**config.mk**
```make
export PLATFORM = sky130hd
export DESIGN_NAME = cfg_msg_host
export DESIGN_NICKNAME = d
export VERILOG_FILES = /design/src/cfg_msg_host.v
export VERILOG_INCLUDE_DIRS = /design/src
export SDC_FILE = /design/constraint.sdc
export NUM_CORES = 1
export LEC_CHECK = 0
export BUFFER_PORTS_ARGS = -buffer_cell sky130_fd_sc_hd__buf_2
export CORE_MARGIN = 5
export CORE_UTILIZATION = 49
export DETAILED_ROUTE_END_ITERATION = 6
export PLACE_DENSITY = 0.79
export REMOVE_ABC_BUFFERS = 1
export SYNTH_ARGS = -nofsm -noshare
export SYNTH_HDL_FRONTEND = slang
export SYNTH_SLANG_ARGS = --single-unit
export TNS_END_PERCENT = 30
```
**constraint.sdc**
```tcl
create_clock -name core_clk -period 3.4 [get_ports core_clk]
set_input_delay 0.68 -clock core_clk [delete_from_list [all_inputs] [get_ports core_clk]]
set_output_delay 0.68 -clock core_clk [all_outputs]
set_load 0.01 [all_outputs]
```
**src/cfg_msg_consts.vh**
```
`ifndef CFG_MSG_CONSTS_VH
`define CFG_MSG_CONSTS_VH

// ----------------------------------------
// Control tokens
// ----------------------------------------
`define TOK_CFG_WRITE 8'hC0
`define TOK_CFG_READ 8'hC1
`define TOK_PERIPH_READ 8'h25
`define TOK_ACK 8'h03
`define TOK_NACK 8'h04
`define TOK_END 8'h01

// ----------------------------------------
// Destination low patterns and resources
// ----------------------------------------
`define DEST_TILE_LO 16'hC20C
`define DEST_NODE_LO 16'hC30C
`define DEST_PERIPH_LO 8'h02
`define PS_RES_TYPE 8'h0B
`define NO_REPLY_LO 8'hFF

// ----------------------------------------
// Command kinds and targets
// ----------------------------------------
`define KIND_WRITE 2'h0
`define KIND_READ 2'h1
`define KIND_PS_READ 2'h2
`define KIND_PS_WRITE 2'h3
`define TGT_TILE 2'h0
`define TGT_NODE 2'h1
`define TGT_PERIPH 2'h2

// ----------------------------------------
// Message shapes and timing
// ----------------------------------------
`define LAST_IDX_WRITE 4'hA
`define LAST_IDX_SHORT 4'h6
`define REPLY_WAIT_CYC 1024

`endif

```
**src/cfg_msg_host.v**
```verilog
// Function
// - Requests carry 24-bit reply channel-end identifier.
// - Write with reply low byte all ones: no reply expected.
// - Multi-byte fields sent most significant first.
// - Status resource id is register<<8 OR 0x0B.
// - Tile destination is tile id then C20C.
// - Node destination is node id then C30C.
// - Peripheral destination is node, peripheral, 02.
// - Write: 192, reply, register, data, 1.
// - Read: 193, reply, register, then 1.
// - Peripheral read: 37, reply, reg, size, 1.
`timescale 1ns/1ps
`include "cfg_msg_consts.vh"

module cfg_msg_host #(
    parameter REPLY_WAIT = `REPLY_WAIT_CYC
) (
    // Clock and reset
    input wire core_clk,
    input wire rst_n,
    // Command port
    input wire cmd_valid,
    output reg cmd_ready_q,
    input wire [1:0] cmd_kind,
    input wire [1:0] cmd_target,
    input wire [15:0] cmd_node_id,
    input wire [7:0] cmd_periph_id,
    input wire [23:0] cmd_reply_id,
    input wire [15:0] cmd_reg,
    input wire [31:0] cmd_data,
    input wire [7:0] cmd_size,
    // Result port
    output reg rsp_valid_q,
    output reg rsp_ok_q,
    output reg rsp_timeout_q,
    output reg [31:0] rsp_data_q,
    // Token stream towards the device
    output reg tx_valid_q,
    input wire tx_ready,
    output reg tx_ctrl_q,
    output reg [7:0] tx_byte_q,
    output reg [31:0] tx_dest_q,
    // Token stream from the device
    input wire rx_valid,
    output reg rx_ready_q,
    input wire rx_ctrl,
    input wire [7:0] rx_byte,
    // Processor status access
    output reg ps_req_q,
    output reg ps_write_q,
    output reg [31:0] ps_res_id_q,
    output reg [31:0] ps_wdata_q,
    input wire ps_ack,
    input wire [31:0] ps_rdata
);

    // ----------------------------------------
    // States
    // ----------------------------------------
    localparam S_IDLE = 3'h0;
    localparam S_SEND = 3'h1;
    localparam S_HEAD = 3'h2;
    localparam S_BODY = 3'h3;
    localparam S_PS = 3'h4;

    localparam MT_WRITE = 2'h0;
    localparam MT_READ = 2'h1;
    localparam MT_PREAD = 2'h2;

    reg [2:0] state_q;
    reg [1:0] mt_q;
    reg [23:0] reply_q;
    reg [15:0] reg_q;
    reg [31:0] data_q;
    reg [7:0] size_q;
    reg [3:0] idx_q;
    reg sent_all_q;
    reg ok_q;
    reg [15:0] wait_q;

    reg [7:0] sym_byte;
    reg sym_ctrl;
    wire [3:0] last_idx;
    wire no_reply;
    wire rx_take;
    wire timed_out;

    assign last_idx = (mt_q == MT_WRITE) ? `LAST_IDX_WRITE : `LAST_IDX_SHORT;
    assign no_reply = (mt_q == MT_WRITE) && (reply_q[7:0] == `NO_REPLY_LO);
    assign rx_take = rx_valid && rx_ready_q;
    assign timed_out = (wait_q == REPLY_WAIT[15:0] - 16'h0001);

    // ----------------------------------------
    // Outgoing symbol for the current position
    // ----------------------------------------
    always @* begin
        sym_ctrl = 1'b0;
        sym_byte = 8'h00;
        case (idx_q)
            4'h0: begin
                sym_ctrl = 1'b1;
                if (mt_q == MT_WRITE) begin
                    sym_byte = `TOK_CFG_WRITE;
                end else if (mt_q == MT_READ) begin
                    sym_byte = `TOK_CFG_READ;
                end else begin
                    sym_byte = `TOK_PERIPH_READ;
                end
            end
            // Reply identifier, most significant byte first
            4'h1: sym_byte = reply_q[23:16];
            4'h2: sym_byte = reply_q[15:8];
            4'h3: sym_byte = reply_q[7:0];
            4'h4: begin
                if (mt_q == MT_PREAD) begin
                    sym_byte = reg_q[7:0];
                end else begin
                    sym_byte = reg_q[15:8];
                end
            end
            4'h5: begin
                if (mt_q == MT_PREAD) begin
                    sym_byte = size_q;
                end else begin
                    sym_byte = reg_q[7:0];
                end
            end
            4'h6: begin
                if (mt_q == MT_WRITE) begin
                    sym_byte = data_q[31:24];
                end else begin
                    sym_ctrl = 1'b1;
                    sym_byte = `TOK_END;
                end
            end
            4'h7: sym_byte = data_q[23:16];
            4'h8: sym_byte = data_q[15:8];
            4'h9: sym_byte = data_q[7:0];
            4'hA: begin
                sym_ctrl = 1'b1;
                sym_byte = `TOK_END;
            end
            default: begin
                sym_ctrl = 1'b0;
                sym_byte = 8'h00;
            end
        endcase
    end

    // ----------------------------------------
    // Sequencer
    // ----------------------------------------
    always @(posedge core_clk) begin
        if (!rst_n) begin
            state_q <= S_IDLE;
            cmd_ready_q <= 1'b0;
            rsp_valid_q <= 1'b0;
            rsp_ok_q <= 1'b0;
            rsp_timeout_q <= 1'b0;
            rsp_data_q <= 32'h00000000;
            tx_valid_q <= 1'b0;
            tx_ctrl_q <= 1'b0;
            tx_byte_q <= 8'h00;
            tx_dest_q <= 32'h00000000;
            rx_ready_q <= 1'b0;
            ps_req_q <= 1'b0;
            ps_write_q <= 1'b0;
            ps_res_id_q <= 32'h00000000;
            ps_wdata_q <= 32'h00000000;
            mt_q <= MT_WRITE;
            reply_q <= 24'h000000;
            reg_q <= 16'h0000;
            data_q <= 32'h00000000;
            size_q <= 8'h00;
            idx_q <= 4'h0;
            sent_all_q <= 1'b0;
            ok_q <= 1'b0;
            wait_q <= 16'h0000;
        end else begin
            rsp_valid_q <= 1'b0;
            case (state_q)
                S_IDLE: begin
                    cmd_ready_q <= 1'b1;
                    if (cmd_valid && cmd_ready_q) begin
                        cmd_ready_q <= 1'b0;
                        reply_q <= cmd_reply_id;
                        reg_q <= cmd_reg;
                        data_q <= cmd_data;
                        size_q <= cmd_size;
                        idx_q <= 4'h0;
                        sent_all_q <= 1'b0;
                        wait_q <= 16'h0000;
                        rsp_timeout_q <= 1'b0;
                        rsp_data_q <= 32'h00000000;
                        if (cmd_kind == `KIND_PS_READ || cmd_kind == `KIND_PS_WRITE) begin
                            ps_req_q <= 1'b1;
                            ps_write_q <= (cmd_kind == `KIND_PS_WRITE);
                            ps_res_id_q <= {8'h00, cmd_reg, `PS_RES_TYPE};
                            ps_wdata_q <= cmd_data;
                            state_q <= S_PS;
                        end else if (cmd_target == `TGT_PERIPH &&
                                cmd_kind == `KIND_WRITE) begin
                            // Peripheral write framing is not supported; refuse
                            rsp_valid_q <= 1'b1;
                            rsp_ok_q <= 1'b0;
                        end else begin
                            if (cmd_target == `TGT_PERIPH) begin
                                mt_q <= MT_PREAD;
                                tx_dest_q <= {cmd_node_id, cmd_periph_id,
                                    `DEST_PERIPH_LO};
                            end else begin
                                mt_q <= (cmd_kind == `KIND_WRITE) ? MT_WRITE : MT_READ;
                                if (cmd_target == `TGT_NODE) begin
                                    tx_dest_q <= {cmd_node_id, `DEST_NODE_LO};
                                end else begin
                                    tx_dest_q <= {cmd_node_id, `DEST_TILE_LO};
                                end
                            end
                            state_q <= S_SEND;
                        end
                    end
                end
                S_SEND: begin
                    if (!tx_valid_q || tx_ready) begin
                        if (sent_all_q) begin
                            tx_valid_q <= 1'b0;
                            if (no_reply) begin
                                // Fire-and-forget write completes on its last token
                                rsp_valid_q <= 1'b1;
                                rsp_ok_q <= 1'b1;
                                state_q <= S_IDLE;
                            end else begin
                                rx_ready_q <= 1'b1;
                                state_q <= S_HEAD;
                            end
                        end else begin
                            tx_valid_q <= 1'b1;
                            tx_ctrl_q <= sym_ctrl;
                            tx_byte_q <= sym_byte;
                            idx_q <= idx_q + 4'h1;
                            sent_all_q <= (idx_q == last_idx);
                        end
                    end
                end
                S_HEAD: begin
                    wait_q <= wait_q + 16'h0001;
                    if (rx_take) begin
                        wait_q <= 16'h0000;
                        // Anything but an ack token counts as failure
                        ok_q <= rx_ctrl && (rx_byte == `TOK_ACK);
                        state_q <= S_BODY;
                    end else if (timed_out) begin
                        rx_ready_q <= 1'b0;
                        rsp_valid_q <= 1'b1;
                        rsp_ok_q <= 1'b0;
                        rsp_timeout_q <= 1'b1;
                        state_q <= S_IDLE;
                    end
                end
                S_BODY: begin
                    wait_q <= wait_q + 16'h0001;
                    if (rx_take) begin
                        wait_q <= 16'h0000;
                        if (rx_ctrl) begin
                            // End token closes the reply; a failure reply also
                            // covers unimplemented register numbers
                            rx_ready_q <= 1'b0;
                            rsp_valid_q <= 1'b1;
                            rsp_ok_q <= ok_q && (rx_byte == `TOK_END);
                            state_q <= S_IDLE;
                        end else begin
                            // Data arrives MSB first; the last four bytes stay
                            rsp_data_q <= {rsp_data_q[23:0], rx_byte};
                        end
                    end else if (timed_out) begin
                        rx_ready_q <= 1'b0;
                        rsp_valid_q <= 1'b1;
                        rsp_ok_q <= 1'b0;
                        rsp_timeout_q <= 1'b1;
                        state_q <= S_IDLE;
                    end
                end
                S_PS: begin
                    if (ps_ack) begin
                        ps_req_q <= 1'b0;
                        rsp_valid_q <= 1'b1;
                        rsp_ok_q <= 1'b1;
                        if (!ps_write_q) begin
                            rsp_data_q <= ps_rdata;
                        end
                        state_q <= S_IDLE;
                    end
                end
                default: begin
                    state_q <= S_IDLE;
                end
            endcase
        end
    end

endmodule

```
==> flow_summary.toml, run 1 <==
[yosys]
synth_adder_area_share_pct = 0.6378
synth_cell_types = 60
synth_seq_cells = 230
synth-compound-area-share_pct = 21.82
yosys_warnings = 0
synthTopCellsByCount = "332 x nand2_1, 230 x dfxtp_1, 169 x a21oi_1"
synth.top_cell.area_share_pct = 46.94
synth_ff_type = "dfxtp_1"
syn_avg_cell_area_um2 = 8.034
ys_seq_area_share_pct = 46.94
yosys-mux-area-fraction_pct = 0.5485
synth_top_family_by_area = "simple AND/OR/NAND/NOR gates"
synth_most_common_cell = "nand2_1"
yosys-top-cells-area = "dfxtp_1 47%, nand2_1 13%, a21oi_1 8.6%"
syn_inst = 1221
synth-edff-count = 0
synth_area_mm2 = 0.009809
synth_xor_xnor_area_share_pct = 1.250
async_flop_share_pct = 0
synth.largest_area_cell = "dfxtp_1"
synth_simple_gate_area_share_pct = 22.68

[floorplanning]
io_pins = 300
core_mm2 = 0.01959
fp-row-count = 51
die_h_um = 151.5
dieArea_mm2 = 0.02295
dieWidth_um = 151.5
start_util_pct = 50.07

[min_path]
hold_start = "cmd_reply_id[6]"
worst_hold_path.endpoint = "reply_q[6]$_SDFFE_PN0P_"
hold_path_class = "primary input to register"
hold_depth = 3

[final_layout]
nNetsFinal = 1607
drive_above_1_share_pct = 26.33
fill_cells = 1777
areaGrowthSynthToFinish_pct = 23.18
finalInstanceArea_mm2 = 0.01208

[timing]
holdWs_ns = 0.3858
slew_viol_final = 0
setup_slack_ns = 0.8935
fmax_mhz = 399.0
rsz0062_at_grt = "no"
min_period_ns = 2.507
maxSlewHeadroom_pct = 15.00
fin_crit_sh_pct = 73.72
worst_slew_pin_slew_ns = 1.262
hold_viol_final = 0
setup_viol = 0
fin_skew_ns = 0.01361

[drt]
dr.pass1.iters = 5
drc = 0
vias_per_cell = 5.348
drt_iter0_markers = 572
num_vias = 9273
ant_nets = 0
drt-total-wl_um = 28220
post_drt_wl_per_cell_um = 16.27

[worst_setup_path]
worstSetupStartpointType = "register"
ff2ff_path_depth = 4
cpPeakStageDelay_ns = 1.02
cp_cell_sequence = "nand2b_1 > a21oi_1 > o21ai_0 > nor2_1"
r2r_end = "wait_q[11]$_SDFFE_PN0P_"
arrival_ns = 2.86
required_ns = 3.75
worstReg2RegStart = "state_q[2]$_SDFFE_PN0P_"
worstSetupEndpointType = "register"
cp_max_fo = 16
crit_path_top_delay_cell = "o21ai_0"
r2r_setup_slack_ns = 0.89
startpoint = "state_q[2]$_SDFFE_PN0P_"
path_class = "register to register"
worst-path-buf-inv = 0
critPathTopFamily = "compound AO/OA/AOI/OAI gates"

[placement]
io_buffers = 281
gp_congestion = 0.8566
dpl.hpwl_um = 19480
pre_cts_slack_ns = 0.7672
place_area_mm2 = 0.01121

[clock_tree]
clk_latency_ns = 0.53
cts_hold_buf = 0
ctsResizeCount = 0
cts_buffer_depth = 3
cts_tree = "done"
numCtsBuffers = 25
cts_root_buf = "clkbuf_16"
cts_max_level = 1
post_cts_buffers = 0
clk_pin_slew_ns = 0.06
clock_sinks = 230

[job]
maxCapViolations = 0

[global_route]
overflow = 0
antenna_found_initial = 4
grt_start_max_net_pins = 129
grt_pass1_wl_um = 43700
grt_pass1_vias = 8833
grt_use_total_pct = 23.15

[power_and_ir_drop]
p_leak_nw = 4.871
vdd_drop_max_mv = 0.4588
power.density_mw_per_mm2 = 543.5

[outcome]
status = "finished clean"
worst register-to-register path: cells and delay by family, from the launching register on:
family | cells | cell delay (ns)
and+or+nand+nor | 2 | 0.49
DFF | 1 | 0.66
AOI/OAI and AO/OA | 2 | 1.19
how the worst max path moves through the flow:
stage	slack [ns]	cells past startpoint	end
after global routing	0.62	4	wait_q[5]$_SDFFE_PN0P_
after floorplan	-2.16	5	ps_res_id_q[10]$_SDFFE_PN0P_
after global placement	0.78	7	mt_q[0]$_SDFFE_PN0P_
final	0.89	4	wait_q[11]$_SDFFE_PN0P_
after CTS	0.89	4	wait_q[11]$_SDFFE_PN0P_
after detailed placement	0.77	7	mt_q[0]$_SDFFE_PN0P_
per-stage QoR:
stage / setup TNS (ns) / power, mW / util (%) / instances
after floorplan: -228.67 / 3.466 / - / 1122
after global placement: 0 / 3.789 / 57.21 / 1685
after detailed placement: 0 / 3.813 / 57.21 / 1685
after CTS: 0 / 6.616 / 61.64 / 1731
after global routing: 0 / 6.832 / 61.65 / 1732
final: 0 / 6.567 / 61.68 / 1734
where the power goes:
group,internal (mW),leakage [nW],switching [mW],total [mW]
Combinational,0.308,2.57,0.505,0.813
Clock,1.70,0.431,1.11,2.81
Sequential,2.85,1.87,0.0961,2.94
cells by family after synthesis:
group / after synthesis
AND/OR/NAND/NOR: 524
AO/OA/AOI/OAI: 321
flip-flops: 230
buffers and inverters: 121
XOR/XNOR: 14
adder cells (fa/ha/maj): 5
multiplexers: 5
other: 1
placed cells by master (no fill, tap or decap), types with 11 or more instances in the layout:
cell type  count
clkbuf_16     25
buf_2        281
a21oi_1      169
buf_4         15
nor2_1        86
a211oi_2      28
a22oi_1       47
a211oi_1      11
nor3_1        16
dfxtp_1      230
nand2_1      330
a31oi_1       15
conb_1        18
nand3_1       26
routing by layer:
layer | global-route usage (%) | vias up | wire length (µm)
li1 | - | 4610 | -
met1 | 28.58 | 4314 | 11670
met2 | 40.34 | 298 | 13550
met3 | 6.336 | 47 | 2397
met4 | 5.346 | 4 | 585
met5 | 0 | - | 20
cell type report:
type	instances	area [µm²]	share of cell area [%]
diodes	3	7.507	0.06213
clock buffers	37	760.7	6.296
clock inverters	9	107.6	0.8905
inverters	5	23.77	0.1967
multi-input cells	887	4688	38.80
flip-flops and latches	230	4604	38.11
well taps	265	331.6	2.744
repair buffers	298	1559	12.90
sequential cells by signal (all words and copies together) (netlist names):
name and flops:
rsp_valid_q 1, state_q 3, tx_valid_q 1, tx_byte_q 8, rsp_data_q 32, ps_write_q 1
tx_dest_q 26, data_q 32, idx_q 4, rsp_timeout_q 1, ok_q 1, rsp_ok_q 1
ps_res_id_q 17, reg_q 16, reply_q 24, rx_ready_q 1, cmd_ready_q 1, wait_q 16
sent_all_q 1, ps_wdata_q 32, mt_q 1, tx_ctrl_q 1, size_q 8, ps_req_q 1
(Power assumes the default switching activity.)
==> inputs of run 2 (changes only) <==
ABC_AREA = 1   (was not set)
CORE_UTILIZATION = 47   (was 49)
clock period = 2.06 ns   (was 3.4 ns; I/O delays follow)
==> run 2 against run 1 <==
  * Final area increased by 4.2%
  * Sequential power rose by 73%
  * Die area up 7.8%
  * Synthesized cell count up 20%
  * Power grew 76%
  * Combinational power increased by 150%
  * Final cell count up 16%
  * Critical path type unchanged
  * Critical endpoint is now tx_dest_q[14]$_SDFFE_PN0P_
==> flow_summary.toml, run 2 <==
[worst_setup_path]
ff2ff_path_depth = 7
worst-path-buf-inv = 2
required_ns = 2.51
critPathTopFamily = "simple AND/OR/NAND/NOR gates"
worstSetupStartpointType = "register"
cpPeakStageDelay_ns = 0.39
arrival_ns = 2.31
worstSetupEndpointType = "register"
cp_num_cells = 7
cp_max_fo = 26
crit_path_top_delay_cell = "dfxtp_1"
cp_cell_sequence = "nor2_4 > nand4_4 > inv_2 > nand3_4 > inv_2 > o21ai_1 > nor2_1"
path_class = "register to register"
critPathMostFrequentCell = "inv_2"

[clock_tree]
post_cts_buffers = 0
numCtsBuffers = 25
clk_pin_slew_ns = 0.06
clock_sinks = 230
cts_max_level = 1
clk_latency_ns = 0.52
cts_buffer_depth = 3
ctsResizeCount = 0
cts_root_buf = "clkbuf_16"
cts_hold_buf = 0
cts_tree = "done"

[timing]
worst_slew_pin_slew_ns = 0.6040
setup_viol = 0
fmax_mhz = 535.7
maxSlewHeadroom_pct = 59.58
rsz0062_at_grt = "no"
min_period_ns = 1.867
fin_crit_sh_pct = 90.62
hold_viol_final = 0
slew_viol_final = 0
fin_skew_ns = 0.02668

[placement]
gp_congestion = 0.9267
io_buffers = 281
placed_cells = 1972
dpl.hpwl_um = 22790

[final_layout]
top_regs = "data_q (32), ps_wdata_q (32), rsp_data_q (32)"
layout.cells.most_common = "nand2_1"
final_cell_mix = "299 x nand2_1, 293 x nor2_1, 280 x buf_2"
areaGrowthSynthToFinish_pct = 23.55
drive_above_1_share_pct = 21.42
nNetsFinal = 1884
fin_util_pct = 59.36
instances_no_fill = 2017

[global_route]
antenna_found_initial = 0
grt_use_total_pct = 23.13
top_usage_layer = "met2"
met3_usage_pct = 3.932
grt_util_met1_pct = 30.18
overflow = 0
grt_start_max_net_pins = 70
use_met2_pct = 39.53
grt_pass1_vias = 9723
grt_pass1_wl_um = 47670

[job]
maxCapViolations = 0

[floorplanning]
start_util_pct = 48.04
io_pins = 300
dieArea_mm2 = 0.02474
die_h_um = 157.3
fp-row-count = 53
core_mm2 = 0.02122
dieWidth_um = 157.3

[drt]
drt-total-wl_um = 30650
drt_iter0_markers = 886
dr.pass1.iters = 5
drc = 0
vias_per_cell = 5.166
ant_nets = 0
num_vias = 10420
post_drt_wl_per_cell_um = 15.20

[yosys]
synth.largest_area_cell = "dfxtp_1"
synth_seq_cells = 230
synth.top_cell.area_share_pct = 45.16
syn_inst = 1469
synthTopCellsByCount = "299 x nand2_1, 294 x nor2_1, 230 x dfxtp_1"
synth_area_mm2 = 0.01019
yosys-top-cells-area = "dfxtp_1 45%, nand2_1 11%, nor2_1 11%"
synth_ff_type = "dfxtp_1"
ys_seq_area_share_pct = 45.16
synth-edff-count = 0
yosys_warnings = 0
syn_avg_cell_area_um2 = 6.940
synth_most_common_cell = "nand2_1"
synth_cell_types = 36
async_flop_share_pct = 0

[power_and_ir_drop]
vdd_drop_max_mv = 0.7375
p_leak_nw = 5.788
power.density_mw_per_mm2 = 915.4
report.power.total_mw = 11.53

[min_path]
hold_path_class = "primary input to register"
hold_depth = 3

[outcome]
status = "finished clean"
## run 2: area by class of cell
class	count	area, µm²
clock buffers	35	713.2
inverters	97	364.1
flip-flops and latches	230	4604
multi-input cells	1056	4756
repair buffers	314	1707
diodes	1	2.502
clock inverters	9	105.1
fillers	2054	8625
well taps	275	344.1
## run 2: metal layers
metal  share of wire, %  up-vias  routed length [µm]
met5                  0        -                   0
met4                2.9        0                 899
met3                7.5       58                2291
met2                 47      403               14420
met1                 43     4722               13040
li1                   -     5237                   -
## run 2: worst paths after layout
check / from / slack [ns] / end
max: state_q[0]$_SDFFE_PN0P_ / 0.19 / tx_dest_q[14]$_SDFFE_PN0P_
min reg2reg: size_q[0]$_SDFFE_PN0P_ / 0.46 / size_q[0]$_SDFFE_PN0P_
max reg2reg: state_q[0]$_SDFFE_PN0P_ / 0.19 / tx_dest_q[14]$_SDFFE_PN0P_
min: cmd_periph_id[1] / 0.11 / tx_dest_q[9]$_SDFFE_PN0P_
## run 2: cells by family after synthesis
kind of cell             synth area share [%]
AND/OR/NAND/NOR                         29.90
flip-flops                              45.16
adder cells (fa/ha/maj)                0.6136
AO/OA/AOI/OAI                           15.45
buffers and inverters                   8.836
other                                 0.03678
## run 2: per-stage QoR
step                worst slack, ns  instance area, µm²  hold WS, ns  TNS (ns)
CTS                          0.2132               12590      0.09015         0
global route                0.02283               12590       0.1311         0
floorplan                   -0.9263                9722       0.4239   -107.31
global placement             0.2616               11780       0.4414         0
detailed placement           0.2121               11780       0.4527         0
finish                       0.1933               12600       0.1144         0
## run 2: tightest hold or removal path: stages
cell	delay (ns)
buf_2	0.08
nor2_1	0.04
nor2_1	0.06
## run 2: power breakdown
part | internal, mW | leakage [nW] | switching (mW) | total, mW
Sequential | 4.84 | 1.87 | 0.239 | 5.08
Clock | 2.66 | 0.403 | 1.77 | 4.43
Combinational | 0.750 | 3.51 | 1.27 | 2.02
Total | 8.25 | 5.79 | 3.28 | 11.5
==> inputs of run 3 (changes only) <==
GPL_TIMING_DRIVEN = 0   (was not set)
PLACE_DENSITY = 0.77   (was 0.79)
==> run 3 against run 2 <==
  * Setup slack lost 0.091 ns
  * Routed wire length grew 5.8%
  * Highest routed layer is now met5
  * Die area is the same
  * Combinational power grew 3%
  * Sequential share of layout area shrank 0.17 points
  * Hold slack gained 0.022 ns
  * Sequential power is essentially flat
  * Non-clock buffer count shrank 21
  * First-iteration DRC count grew 6.8%
  * Largest cell class unchanged
  * Fmax shrank 4.7%
  * Critical path type unchanged
  * Utilization grew 0.32 points
  * Count of clock-buffer cells in the layout shrank 1
==> flow_summary.toml, run 3 (same netlist as run 2, synthesis figures left out) <==
[timing]
maxSlewHeadroom_pct = 42.30
worst_slew_pin_slew_ns = 0.8643
setup_slack_ns = 0.1020
final.setup.tns_ns = 0
min_period_ns = 1.958
slew_viol_final = 0
fmax_mhz = 510.7
hold_viol_final = 0
rsz0062_at_grt = "yes"
fin_skew_ns = 0.01021
setup_viol = 0
fin_crit_sh_pct = 95.05

[global_route]
antenna_found_initial = 4
overflow = 0
grt_use_total_pct = 24.29
grt_pass1_wl_um = 49310
grt_pass1_vias = 9802
grt_start_max_net_pins = 94

[final_layout]
final_cell_mix = "295 x nand2_1, 287 x nor2_1, 280 x buf_2"
areaGrowthSynthToFinish_pct = 24.21
instances_no_fill = 2008
nNetsFinal = 1871
finalInstanceArea_mm2 = 0.01266
top_regs = "data_q (32), ps_wdata_q (32), rsp_data_q (32)"
drive_above_1_share_pct = 21.92
layout.cells.most_common = "nand2_1"

[worst_setup_path]
cp_cell_sequence = "nor2_4 > nand2_1 > o21ai_0 > nor2_1 > nand3_1 > nand2_1 > a21oi_1"
worstSetupStartpointType = "register"
critPathTopFamily = "simple AND/OR/NAND/NOR gates"
critPathMostFrequentCell = "nand2_1"
path_class = "register to register"
required_ns = 2.51
cp_max_fo = 22
worstSetupEndpointType = "register"
crit_path_top_delay_cell = "o21ai_0"
worst-path-buf-inv = 0
arrival_ns = 2.40
cpPeakStageDelay_ns = 0.48

[placement]
dpl.hpwl_um = 21510
pre_cts_slack_ns = -2.248
placed_cells = 1942
place_area_mm2 = 0.01154
gp_congestion = 0.9023
io_buffers = 281

[power_and_ir_drop]
p_sw_mw = 3.401
internal_power_mw = 8.206
power.density_mw_per_mm2 = 916.6
p_leak_nw = 5.708
swShare_pct = 29.30
clkPwrFrac_pct = 38.3
seq_power_share_pct = 43.8
vdd_drop_max_mv = 0.5943
pwr-share-comb_pct = 18.0

[drt]
vias_per_cell = 5.293
drc = 0
drt-total-wl_um = 32440
dr.pass1.iters = 5
post_drt_wl_per_cell_um = 16.15
drt_iter0_markers = 946
ant_nets = 0
num_vias = 10630

[floorplanning]
io_pins = 300
core_mm2 = 0.02122
dieArea_mm2 = 0.02474
start_util_pct = 48.04
fp-row-count = 53
dieWidth_um = 157.3
die_h_um = 157.3

[job]
maxCapViolations = 0

[clock_tree]
clk_pin_slew_ns = 0.06
cts_hold_buf = 0
cts_root_buf = "clkbuf_16"
numCtsBuffers = 25
clk_latency_ns = 0.51
cts_buffer_depth = 3
cts_max_level = 1
clock_sinks = 230
cts_tree = "done"

[outcome]
status = "finished clean"

[min_path]
hold_path_class = "primary input to register"
## run 3: per-stage QoR
step / hold slack [ns] / util, % / total power, mW
2_1_floorplan: 0.4239 / - / 6.259
3_3_place_gp: 0.4406 / 54.06 / 7.033
3_5_place_dp: 0.4479 / 54.38 / 7.088
4_1_cts: 0.1271 / 59.21 / 11.62
5_1_grt: 0.1456 / 59.66 / 12.15
6_report: 0.1360 / 59.68 / 11.61
## run 3: final timing paths
path | endpoint | from | slack [ns] | depth (start not counted)
max | tx_byte_q[3]$_SDFFE_PN0P_ | idx_q[2]$_SDFFE_PN0P_ | 0.10 | 7
min | tx_dest_q[15]$_SDFFE_PN0P_ | cmd_periph_id[7] | 0.14 | 3
max reg2reg | tx_byte_q[3]$_SDFFE_PN0P_ | idx_q[2]$_SDFFE_PN0P_ | 0.10 | 7
min reg2reg | size_q[7]$_SDFFE_PN0P_ | size_q[7]$_SDFFE_PN0P_ | 0.46 | 2
## run 3: routing by layer
layer	track usage [%]	routed length [µm]	share of wire (%)
met4	8.152	911	2.8
met3	5.252	2669	8.2
met2	42.32	15700	48
met5	0	12	0.037
met1	29.83	13150	41
## run 3: cell type report
cell class,instances,area (µm²)
timing repair inverter,1,7.507
multi-input combinational,1063,4917
antenna,4,10.01
inverter,97,410.4
fill,2019,8557
clock buffer,34,699.4
clock inverter,11,115.1
timing repair buffer,293,1551
sequential,230,4608
tap,275,344.1
## run 3: power groups by stage
stage          Combinational (mW)  Sequential, mW  Clock [mW]
2_1_floorplan                1.00            5.25           0
3_3_place_gp                 1.89            5.14           0
3_5_place_dp                 1.93            5.16           0
4_1_cts                      2.05            5.07        4.50
5_1_grt                      2.32            5.12        4.71
6_report                     2.09            5.08        4.44
## run 3: repair_timing
item | in CTS | in global routing
pin swaps | 5 | 2
resized for setup | 27 | 16
gates cloned | 6 | 2
buffers inserted | 6 | 3
endpoints found under the hold margin | 0 | 0
endpoints found under the setup margin | 224 | 95
## run 3: worst register-to-register path: stages (launching register included)
cell and delay [ns]:
dfxtp_1 0.45, nor2_4 0.47, nand2_1 0.16, o21ai_0 0.48
nor2_1 0.08, nand3_1 0.10, nand2_1 0.05, a21oi_1 0.11
